<file path="src/ces_defs.vh">
// Constants for the charger emulation sequencer
`ifndef CES_DEFS_VH
`define CES_DEFS_VH

// Profile codes
`define CES_PROF_W        4
`define CES_PROF_L1       4'h1
`define CES_PROF_L2       4'h2
`define CES_PROF_L3       4'h3
`define CES_PROF_L4       4'h4
`define CES_PROF_L5       4'h5
`define CES_PROF_L6       4'h6
`define CES_PROF_L7       4'h7
`define CES_PROF_CDP      4'h8
`define CES_PROF_DCP      4'h9
`define CES_PROF_NONE     4'h0

// Data-line bias codes, one per line
`define CES_BIAS_W        3
`define CES_BIAS_OFF      3'h0
`define CES_BIAS_LVL_A    3'h1
`define CES_BIAS_LVL_B    3'h2
`define CES_BIAS_DIV_A    3'h3
`define CES_BIAS_DIV_B    3'h4
`define CES_BIAS_900MV    3'h5

// Timing, in milliseconds and microseconds, and derived cycle counts at 100 MHz
`define CES_CLK_KHZ       100000
`define CES_EM_RESET_MS   100
`define CES_EM_TIMEOUT_MS 1000
`define CES_SETTLE_US     10
`define CES_EM_RESET_CYC  (`CES_EM_RESET_MS * `CES_CLK_KHZ)
`define CES_EM_TOUT_CYC   (`CES_EM_TIMEOUT_MS * `CES_CLK_KHZ)
`define CES_SETTLE_CYC    (`CES_SETTLE_US * `CES_CLK_KHZ / 1000)
`define CES_CNT_W         32

`endif

</file>
<file path="src/ces_sequencer.v">
// Charger emulation sequencer for the dedicated charger cycle
// Function
// - Eight built-in profiles: legacy 1-7, DCP
// - In-cycle DCP profile runs the timeout timer
// - DCP charge: flag, keep short, high-speed switch open, CC
// - DCP no charge: drop profile, advance next
// - Legacy 2: short resistor first, then VBUS
// - Legacy 2 charge: accept, keep short, CC
// - Legacy 2 no charge: remove short, reset, next
// - Legacy 1,3,4,6: bias D+, then D-, VBUS
// - Legacy 1,3,4,6 charge: keep biases, trip mode
// - Legacy 1,3-6 no charge: remove biases, reset, next
// - Legacy 5: both lines 900 mV, VBUS; trip
// - Legacy 7: D+ divider only, VBUS, trip
// - Legacy 7 no charge: remove D+, reset, next
// - Order: L1, DCP, L2 through L7
// - Reset: switch open, discharge, pulldowns, hold time
// - No profile charges: reset and restart while enabled
`timescale 1ns/1ps
`include "ces_defs.vh"

module ces_sequencer #(
	// Phase lengths in clock cycles
	parameter [31:0] EM_RESET_CYC = `CES_EM_RESET_CYC,
	parameter [31:0] EM_TOUT_CYC  = `CES_EM_TOUT_CYC,
	parameter [31:0] SETTLE_CYC   = `CES_SETTLE_CYC
) (
	input  wire                   sys_clk_i,
	input  wire                   rstn_i,
	// Control pins from outside the clock domain
	input  wire                   port_power_enable_i,
	input  wire                   charge_detected_i,
	// Power path
	output reg                    vbus_switch_closed_o,
	output reg                    vbus_discharge_o,
	output reg                    data_pulldown_o,
	// Data-line short and bias
	output reg                    data_line_short_resistor_o,
	output reg                    hs_switch_closed_o,
	output reg  [`CES_BIAS_W-1:0] positive_data_out_line_o,
	output reg  [`CES_BIAS_W-1:0] negative_data_out_line_o,
	// Current limit style and status
	output reg                    cc_limit_o,
	output reg                    trip_limit_o,
	output reg                    profile_locked_o,
	output reg                    dcp_detected_o,
	output reg  [`CES_PROF_W-1:0] active_profile_o
);

	// Sequencer states
	localparam [2:0] ST_IDLE  = 3'h0;
	localparam [2:0] ST_RESET = 3'h1;
	localparam [2:0] ST_BIASP = 3'h2;
	localparam [2:0] ST_BIASM = 3'h3;
	localparam [2:0] ST_VBUS  = 3'h4;
	localparam [2:0] ST_EVAL  = 3'h5;
	localparam [2:0] ST_LOCK  = 3'h6;

	// Sequencer state, profile and phase timer
	reg [2:0]             state_reg;    // Current state
	reg [`CES_PROF_W-1:0] prof_reg;     // Profile being applied
	reg [`CES_CNT_W-1:0]  cnt_reg;      // Phase timer
	reg [2:0]             chg_sync_reg; // Charge input synchroniser
	reg                   chg_reg;      // Qualified charge level
	reg                   en_s1_reg;    // Enable synchroniser
	reg                   en_s2_reg;    // Second enable flop
	reg                   en_s3_reg;    // Third enable flop
	reg                   en_reg;       // Qualified enable level

	// Next profile in the fixed cycle order
	function [`CES_PROF_W-1:0] next_prof;
		input [`CES_PROF_W-1:0] p;
		begin
			case (p)
				`CES_PROF_L1:  next_prof = `CES_PROF_DCP;
				`CES_PROF_DCP: next_prof = `CES_PROF_L2;
				`CES_PROF_L2:  next_prof = `CES_PROF_L3;
				`CES_PROF_L3:  next_prof = `CES_PROF_L4;
				`CES_PROF_L4:  next_prof = `CES_PROF_L5;
				`CES_PROF_L5:  next_prof = `CES_PROF_L6;
				`CES_PROF_L6:  next_prof = `CES_PROF_L7;
				// Legacy 7 and unknown codes wrap to the first profile
				default:       next_prof = `CES_PROF_L1;
			endcase
		end
	endfunction

	// Positive-line bias per profile
	function [`CES_BIAS_W-1:0] bias_p;
		input [`CES_PROF_W-1:0] p;
		begin
			case (p)
				`CES_PROF_L1: bias_p = `CES_BIAS_LVL_A;
				`CES_PROF_L3: bias_p = `CES_BIAS_DIV_A;
				`CES_PROF_L4: bias_p = `CES_BIAS_DIV_B;
				`CES_PROF_L6: bias_p = `CES_BIAS_LVL_B;
				`CES_PROF_L5: bias_p = `CES_BIAS_900MV;
				`CES_PROF_L7: bias_p = `CES_BIAS_DIV_A;
				// Short-type profiles leave the plus line unbiased
				default:      bias_p = `CES_BIAS_OFF;
			endcase
		end
	endfunction

	// Negative-line bias per profile
	function [`CES_BIAS_W-1:0] bias_m;
		input [`CES_PROF_W-1:0] p;
		begin
			case (p)
				`CES_PROF_L1: bias_m = `CES_BIAS_LVL_B;
				`CES_PROF_L3: bias_m = `CES_BIAS_DIV_B;
				`CES_PROF_L4: bias_m = `CES_BIAS_DIV_A;
				`CES_PROF_L6: bias_m = `CES_BIAS_LVL_A;
				`CES_PROF_L5: bias_m = `CES_BIAS_900MV;
				// Legacy 7 and short-type profiles leave the minus line alone
				default:      bias_m = `CES_BIAS_OFF;
			endcase
		end
	endfunction

	// True for profiles that use the resistive short
	function uses_short;
		input [`CES_PROF_W-1:0] p;
		begin
			uses_short = (p == `CES_PROF_L2) || (p == `CES_PROF_DCP);
		end
	endfunction

	// Pin synchronisers: three flops, change counts when last two agree
	always @(posedge sys_clk_i or negedge rstn_i) begin
		if (!rstn_i) begin
			// Synchronisers clear to the idle level of the pins
			chg_sync_reg <= 3'h0;
			chg_reg      <= 1'b0;
			en_s1_reg    <= 1'b0;
			en_s2_reg    <= 1'b0;
			en_s3_reg    <= 1'b0;
			en_reg       <= 1'b0;
		end else begin
			// Shift both pins through their flop chains
			chg_sync_reg <= {chg_sync_reg[1:0], charge_detected_i};
			en_s1_reg    <= port_power_enable_i;
			en_s2_reg    <= en_s1_reg;
			en_s3_reg    <= en_s2_reg;
			// Qualified levels update only on agreement
			if (chg_sync_reg[1] == chg_sync_reg[2]) begin
				chg_reg <= chg_sync_reg[2];
			end
			// Enable qualifies the same way
			if (en_s2_reg == en_s3_reg) begin
				en_reg <= en_s3_reg;
			end
		end
	end

	// Sequencer state machine
	always @(posedge sys_clk_i or negedge rstn_i) begin
		if (!rstn_i) begin
			state_reg <= ST_IDLE;
			prof_reg  <= `CES_PROF_NONE;
			cnt_reg   <= {`CES_CNT_W{1'b0}};
		end else if (!en_reg) begin
			// Enable low stops everything
			state_reg <= ST_IDLE;
			prof_reg  <= `CES_PROF_NONE;
			cnt_reg   <= {`CES_CNT_W{1'b0}};
		end else begin
			case (state_reg)
				ST_IDLE: begin
					// Start the cycle from the first profile
					state_reg <= ST_RESET;
					prof_reg  <= `CES_PROF_L1;
					cnt_reg   <= {`CES_CNT_W{1'b0}};
				end
				ST_RESET: begin
					// Hold the emulation reset, then bias the lines
					if (cnt_reg >= EM_RESET_CYC - 32'h1) begin
						// Hold time done; the lines may now be biased
						cnt_reg   <= {`CES_CNT_W{1'b0}};
						state_reg <= ST_BIASP;
					end else begin
						// VBUS stays grounded meanwhile
						cnt_reg <= cnt_reg + 32'h1;
					end
				end
				ST_BIASP: begin
					// Positive line (or short) settles before the negative line
					if (cnt_reg >= SETTLE_CYC - 32'h1) begin
						// Plus line settled
						cnt_reg   <= {`CES_CNT_W{1'b0}};
						state_reg <= ST_BIASM;
					end else begin
						// Still settling
						cnt_reg <= cnt_reg + 32'h1;
					end
				end
				ST_BIASM: begin
					// Negative line settles before VBUS
					if (cnt_reg >= SETTLE_CYC - 32'h1) begin
						// Minus line settled; VBUS next
						cnt_reg   <= {`CES_CNT_W{1'b0}};
						state_reg <= ST_VBUS;
					end else begin
						// Still settling
						cnt_reg <= cnt_reg + 32'h1;
					end
				end
				ST_VBUS: begin
					// VBUS applied; evaluation window starts
					state_reg <= ST_EVAL;
					cnt_reg   <= {`CES_CNT_W{1'b0}};
				end
				ST_EVAL: begin
					// Timeout timer bounds every profile, DCP included,
					// unlike the standalone DCP mode where it never runs
					if (cnt_reg >= EM_TOUT_CYC - 32'h1) begin
						// Window over: judge the qualified charge level
						cnt_reg <= {`CES_CNT_W{1'b0}};
						if (chg_reg) begin
							// Device charging: lock this profile in
							state_reg <= ST_LOCK;
						end else begin
							// Tear down, reset and try the next one
							state_reg <= ST_RESET;
							prof_reg  <= next_prof(prof_reg);
						end
					end else begin
						// Window still open
						cnt_reg <= cnt_reg + 32'h1;
					end
				end
				ST_LOCK: begin
					// Profile accepted; hold while enabled
					state_reg <= ST_LOCK;
				end
				default: begin
					// Unused code: recover to idle
					state_reg <= ST_IDLE;
				end
			endcase
		end
	end

	// Output registers decoded from state and profile
	always @(posedge sys_clk_i or negedge rstn_i) begin
		if (!rstn_i) begin
			vbus_switch_closed_o       <= 1'b0;
			vbus_discharge_o           <= 1'b0;
			data_pulldown_o            <= 1'b0;
			data_line_short_resistor_o <= 1'b0;
			hs_switch_closed_o         <= 1'b0;
			positive_data_out_line_o   <= `CES_BIAS_OFF;
			negative_data_out_line_o   <= `CES_BIAS_OFF;
			cc_limit_o                 <= 1'b0;
			trip_limit_o               <= 1'b0;
			profile_locked_o           <= 1'b0;
			dcp_detected_o             <= 1'b0;
			active_profile_o           <= `CES_PROF_NONE;
		end else begin
			// Switch opened during reset and idle; VBUS discharged during reset only
			vbus_switch_closed_o <= (state_reg == ST_VBUS) ||
				(state_reg == ST_EVAL) || (state_reg == ST_LOCK);
			vbus_discharge_o     <= (state_reg == ST_RESET);
			data_pulldown_o      <= (state_reg == ST_RESET) || (state_reg == ST_IDLE);
			// High-speed switch stays open in this cycle
			hs_switch_closed_o   <= 1'b0;
			// Short applied from the first bias phase
			data_line_short_resistor_o <= uses_short(prof_reg) &&
				(state_reg >= ST_BIASP) && (state_reg <= ST_LOCK);
			// Positive line from first bias phase, negative from second
			if ((state_reg >= ST_BIASP) && (state_reg <= ST_LOCK)) begin
				// Bias held through evaluation and lock
				positive_data_out_line_o <= bias_p(prof_reg);
			end else begin
				// Line unbiased in reset and idle
				positive_data_out_line_o <= `CES_BIAS_OFF;
			end
			if ((state_reg >= ST_BIASM) && (state_reg <= ST_LOCK)) begin
				// Bias held through evaluation and lock
				negative_data_out_line_o <= bias_m(prof_reg);
			end else begin
				// Line unbiased in reset, idle and the first bias phase
				negative_data_out_line_o <= `CES_BIAS_OFF;
			end
			// CC while applying or after short-type accept; trip for others
			if (state_reg == ST_LOCK) begin
				// Accepted: limit style fixed by profile type
				cc_limit_o   <= uses_short(prof_reg);
				trip_limit_o <= !uses_short(prof_reg);
			end else begin
				// Applying a profile: CC follows the switch
				cc_limit_o   <= vbus_switch_closed_o;
				trip_limit_o <= 1'b0;
			end
			// Status outputs trail the state by one cycle
			profile_locked_o <= (state_reg == ST_LOCK);
			// Internal flag for an accepted DCP profile
			dcp_detected_o   <= (state_reg == ST_LOCK) && (prof_reg == `CES_PROF_DCP);
			active_profile_o <= prof_reg;
		end
	end

endmodule // ces_sequencer

</file>
<file path="config.mk">
export PLATFORM = sky130hd
export DESIGN_NAME = ces_sequencer
export DESIGN_NICKNAME = d
export VERILOG_FILES = /design/src/ces_sequencer.v
export VERILOG_INCLUDE_DIRS = /design/src
export SDC_FILE = /design/constraint.sdc
export NUM_CORES = 1
export LEC_CHECK = 0
export BUFFER_PORTS_ARGS = -buffer_cell sky130_fd_sc_hd__clkbuf_2
export CAP_MARGIN = 20
export CORE_ASPECT_RATIO = 2
export CORE_MARGIN = 2
export CORE_UTILIZATION = 50
export CTS_CLUSTER_DIAMETER = 100
export DETAILED_ROUTE_END_ITERATION = 8
export PLACE_DENSITY = 0.68
export SLEW_MARGIN = 20
export SYNTH_ARGS = -nofsm -noshare
export SYNTH_HDL_FRONTEND = slang
export SYNTH_SLANG_ARGS = --single-unit
</file>
<file path="constraint.sdc">
create_clock -name sys_clk_i -period 3.3 [get_ports sys_clk_i]
set_clock_uncertainty 0.1 [all_clocks]
set_input_delay 0.825 -clock sys_clk_i [delete_from_list [all_inputs] [get_ports sys_clk_i]]
set_output_delay 0.825 -clock sys_clk_i [all_outputs]
set_load 0.1 [all_outputs]
</file>
==> impl_metrics.yaml <==
route:
  via_per_inst: 6.21
  wire_per_inst_um: 16.8
  drt_iter0_drc: 183
  drt.antenna.violating_nets: 0
  drc: 0
  firstDrtPassIters: 4
  wirelength_mm: 8.49
  via_count: 3128
clock_network:
  cts_resized: 0
  clock_path_buffers: 2
  clk_latency_ns: 0.33
  cts_buffers: 9
  cts_hold_repair.buffers: 0
  cts_setup_buffers: 0
  cts.clk_slew.worst_paths_ns: 0.05
  cts_tree: "done"
  root_buffer: "clkbuf_16"
  cts_sinks: 65
  htreeDepth: 3
worst_setup_path:
  cp.required_ns: 3.41
  worstSetupStartpointType: "flop"
  end_kind: "flop"
  worstPathArrival_ns: 3.00
  critPathKind: "flop to flop"
  crit_path_max_fanout: 14
logic_synthesis:
  ys_types: 65
  avgSynthCellArea_um2: 9.16
  syn_inst: 391
  synth_edf_count: 0
  synthAdderAreaFrac: 0.00909
  synth-compound-area-share: 0.180
  ys_warn_count: 0
  synth_top_cells_by_area: "dfrtp_1 45%, nand2_1 4.7%, nor2_1 2.8%"
  synth_xor_xnor_area_share: 0.00734
  yosysTopAreaCell: "dfrtp_1"
  yosysMostFrequentCell: "dfrtp_1"
  synthFlopType: "dfrtp_1"
  netlist_area_um2: 3580
  synth_top_area_frac: 0.454
  ys_seq_elements: 65
  ys_seq_area_frac: 0.454
  synthArstFlopShare: 1.00
  synthTopCellsByCount: "65 x dfrtp_1, 45 x nand2_1, 27 x nor2_1"
  synth_simple_gate_area_frac: 0.290
  synthMuxAreaShare: 0.0115
  synthesis.nets: 396
  synth_top_family_by_area: "simple AND/OR/NAND/NOR gates"
cells_and_area:
  nets: 414
  synthToLayoutAreaGrowth_pct: 16.0
  final_layout_size_suffix_gt1_frac: 0.164
  largest_register_ffs: 32
  regArea_um2: 1630
  diodes: 0
  multi_input_area_um2: 1800
  fillers: 571
floorplan:
  die_area_um2: 7890
  die_x_um: 63.8
  core_area_um2: 6940
  ios: 23
  start_util: 0.516
  die_h_um: 124
  rows: 43
power_and_ir_drop:
  ir_drop_mv: 0.328
  sw_frac_of_total: 0.219
  p_clk_frac: 0.536
  p_int_uw: 1600
  power_leakage_uw: 0.00183
  p_per_area_nw_per_um2: 494
  p_switching_uw: 448
  combPwrFrac: 0.062
  p_seq_frac: 0.402
place:
  place_ws_ns: 0.462
  port_buffers: 21
  dp_hpwl_mm: 6.15
  gp_congestion: 0.884
outcome:
  outcome: "finished, final reports clean"
grt:
  antenna_found_initial: 0
  grt_pass1_vias: 3055
  grt_usage: 0.236
  overflow: 0
  grt_max_degree: 66
  grt_pass1_wl_mm: 14.2
timing:
  fin_crit_ns: 2.89
  final-setup-viol-count: 0
  rsz0062_at_grt: "false"
  finalHoldViolations: 0
  report.final.slew_viol_count: 0
  max_freq_mhz: 346
  slew-limit-headroom: 0.289
  timing.final.crit_share: 0.876
  setup_ws_ns: 0.409
  fin_tns_setup_ns: 0
  max_slew.worst_pin.slew_ns: 1.05
run:
  cap_violations: 0
min_path:
  worstHoldPathType: "flop to flop"
[worst paths after layout]
check / start / end / slack, ns / cells after the start
setup / recovery: cnt_reg[20] / cnt_reg[14] / 0.41 / 7
hold / removal: chg_sync_reg[0] / chg_sync_reg[1] / 0.25 / 0
setup reg to reg: cnt_reg[20] / cnt_reg[14] / 0.41 / 7
hold reg to reg: chg_sync_reg[0] / chg_sync_reg[1] / 0.25 / 0
max in group asynchronous: rstn_i / cnt_reg[27] / 2.02 / 2
min in group asynchronous: rstn_i / en_s3_reg / 0.56 / 2
[power groups by stage]
| stage | clock network (µW) | logic [µW] | registers, µW |
|---|---|---|---|
| after floorplan | 0 | 60.0 | 855 |
| after global placement | 0 | 126 | 838 |
| after detailed placement | 0 | 127 | 839 |
| after CTS | 1110 | 128 | 825 |
| after global routing | 1150 | 138 | 827 |
| final | 1100 | 127 | 825 |
[worst max-delay path, stage by stage, from the launching register on]
cell      delay, ns
dfrtp_1        0.53
nand3_1        0.19
o31ai_1        0.49
a221oi_2       0.21
o311ai_2       0.57
buf_4          0.31
nor3_1         0.07
or3_1          0.31
[cell type report]
class	count	area share
clock inverters	5	0.0247
inverters	9	0.00813
well taps	90	0.0271
multi-input cells	287	0.433
clock buffers	11	0.0585
repair buffers	37	0.0572
flip-flops and latches	65	0.392
[metrics by stage]
step	utilization	instance area (µm²)	total power (µW)	instances	hold WS [ns]
after floorplan	-	3580	915	391	0.231
after global placement	0.549	3810	965	488	0.232
after detailed placement	0.549	3810	966	488	0.236
after CTS	0.598	4150	2060	504	0.247
after global routing	0.598	4150	2110	504	0.265
final	0.598	4150	2050	504	0.246
[routing by layer]
layer	share of wire	wire [µm]	track usage	vias to the layer above
met3	0.034	286	0.0452	28
met2	0.55	4710	0.438	92
met1	0.36	3090	0.231	1524
met5	0	0	0	-
met4	0.047	401	0.160	0
li1	-	-	-	1484
[cell usage in the layout (no fill, tap or decap), drive strengths merged, types with 4 or more instances in the layout]
master / netlist / routed
nor3: 16 / 16
nand3: 13 / 13
or3: 14 / 14
or4: 9 / 9
nand4: 8 / 8
dfrtp: 65 / 65
nand4b: 4 / 4
o31ai: 8 / 8
nor4: 12 / 12
o211ai: 7 / 7
inv: 8 / 8
or2: 5 / 5
a21oi: 6 / 6
or3b: 4 / 4
o21a: 5 / 5
a21o: 11 / 11
and2: 13 / 13
o22ai: 8 / 8
nor2: 27 / 27
nand2: 45 / 45
o311ai: 4 / 4
buf: 7 / 17
clkbuf: 23 / 31
o21ai: 17 / 17
[kinds of logic after synthesis]
kind of cell | count (synthesis)
buffers and inverters | 39
XOR/XNOR | 3
flip-flops | 65
multiplexers | 4
other | 1
AND/OR/NAND/NOR | 187
adder cells (fa/ha/maj) | 3
AO/OA/AOI/OAI | 89
Note: power is estimated with default switching activity, not from simulation.
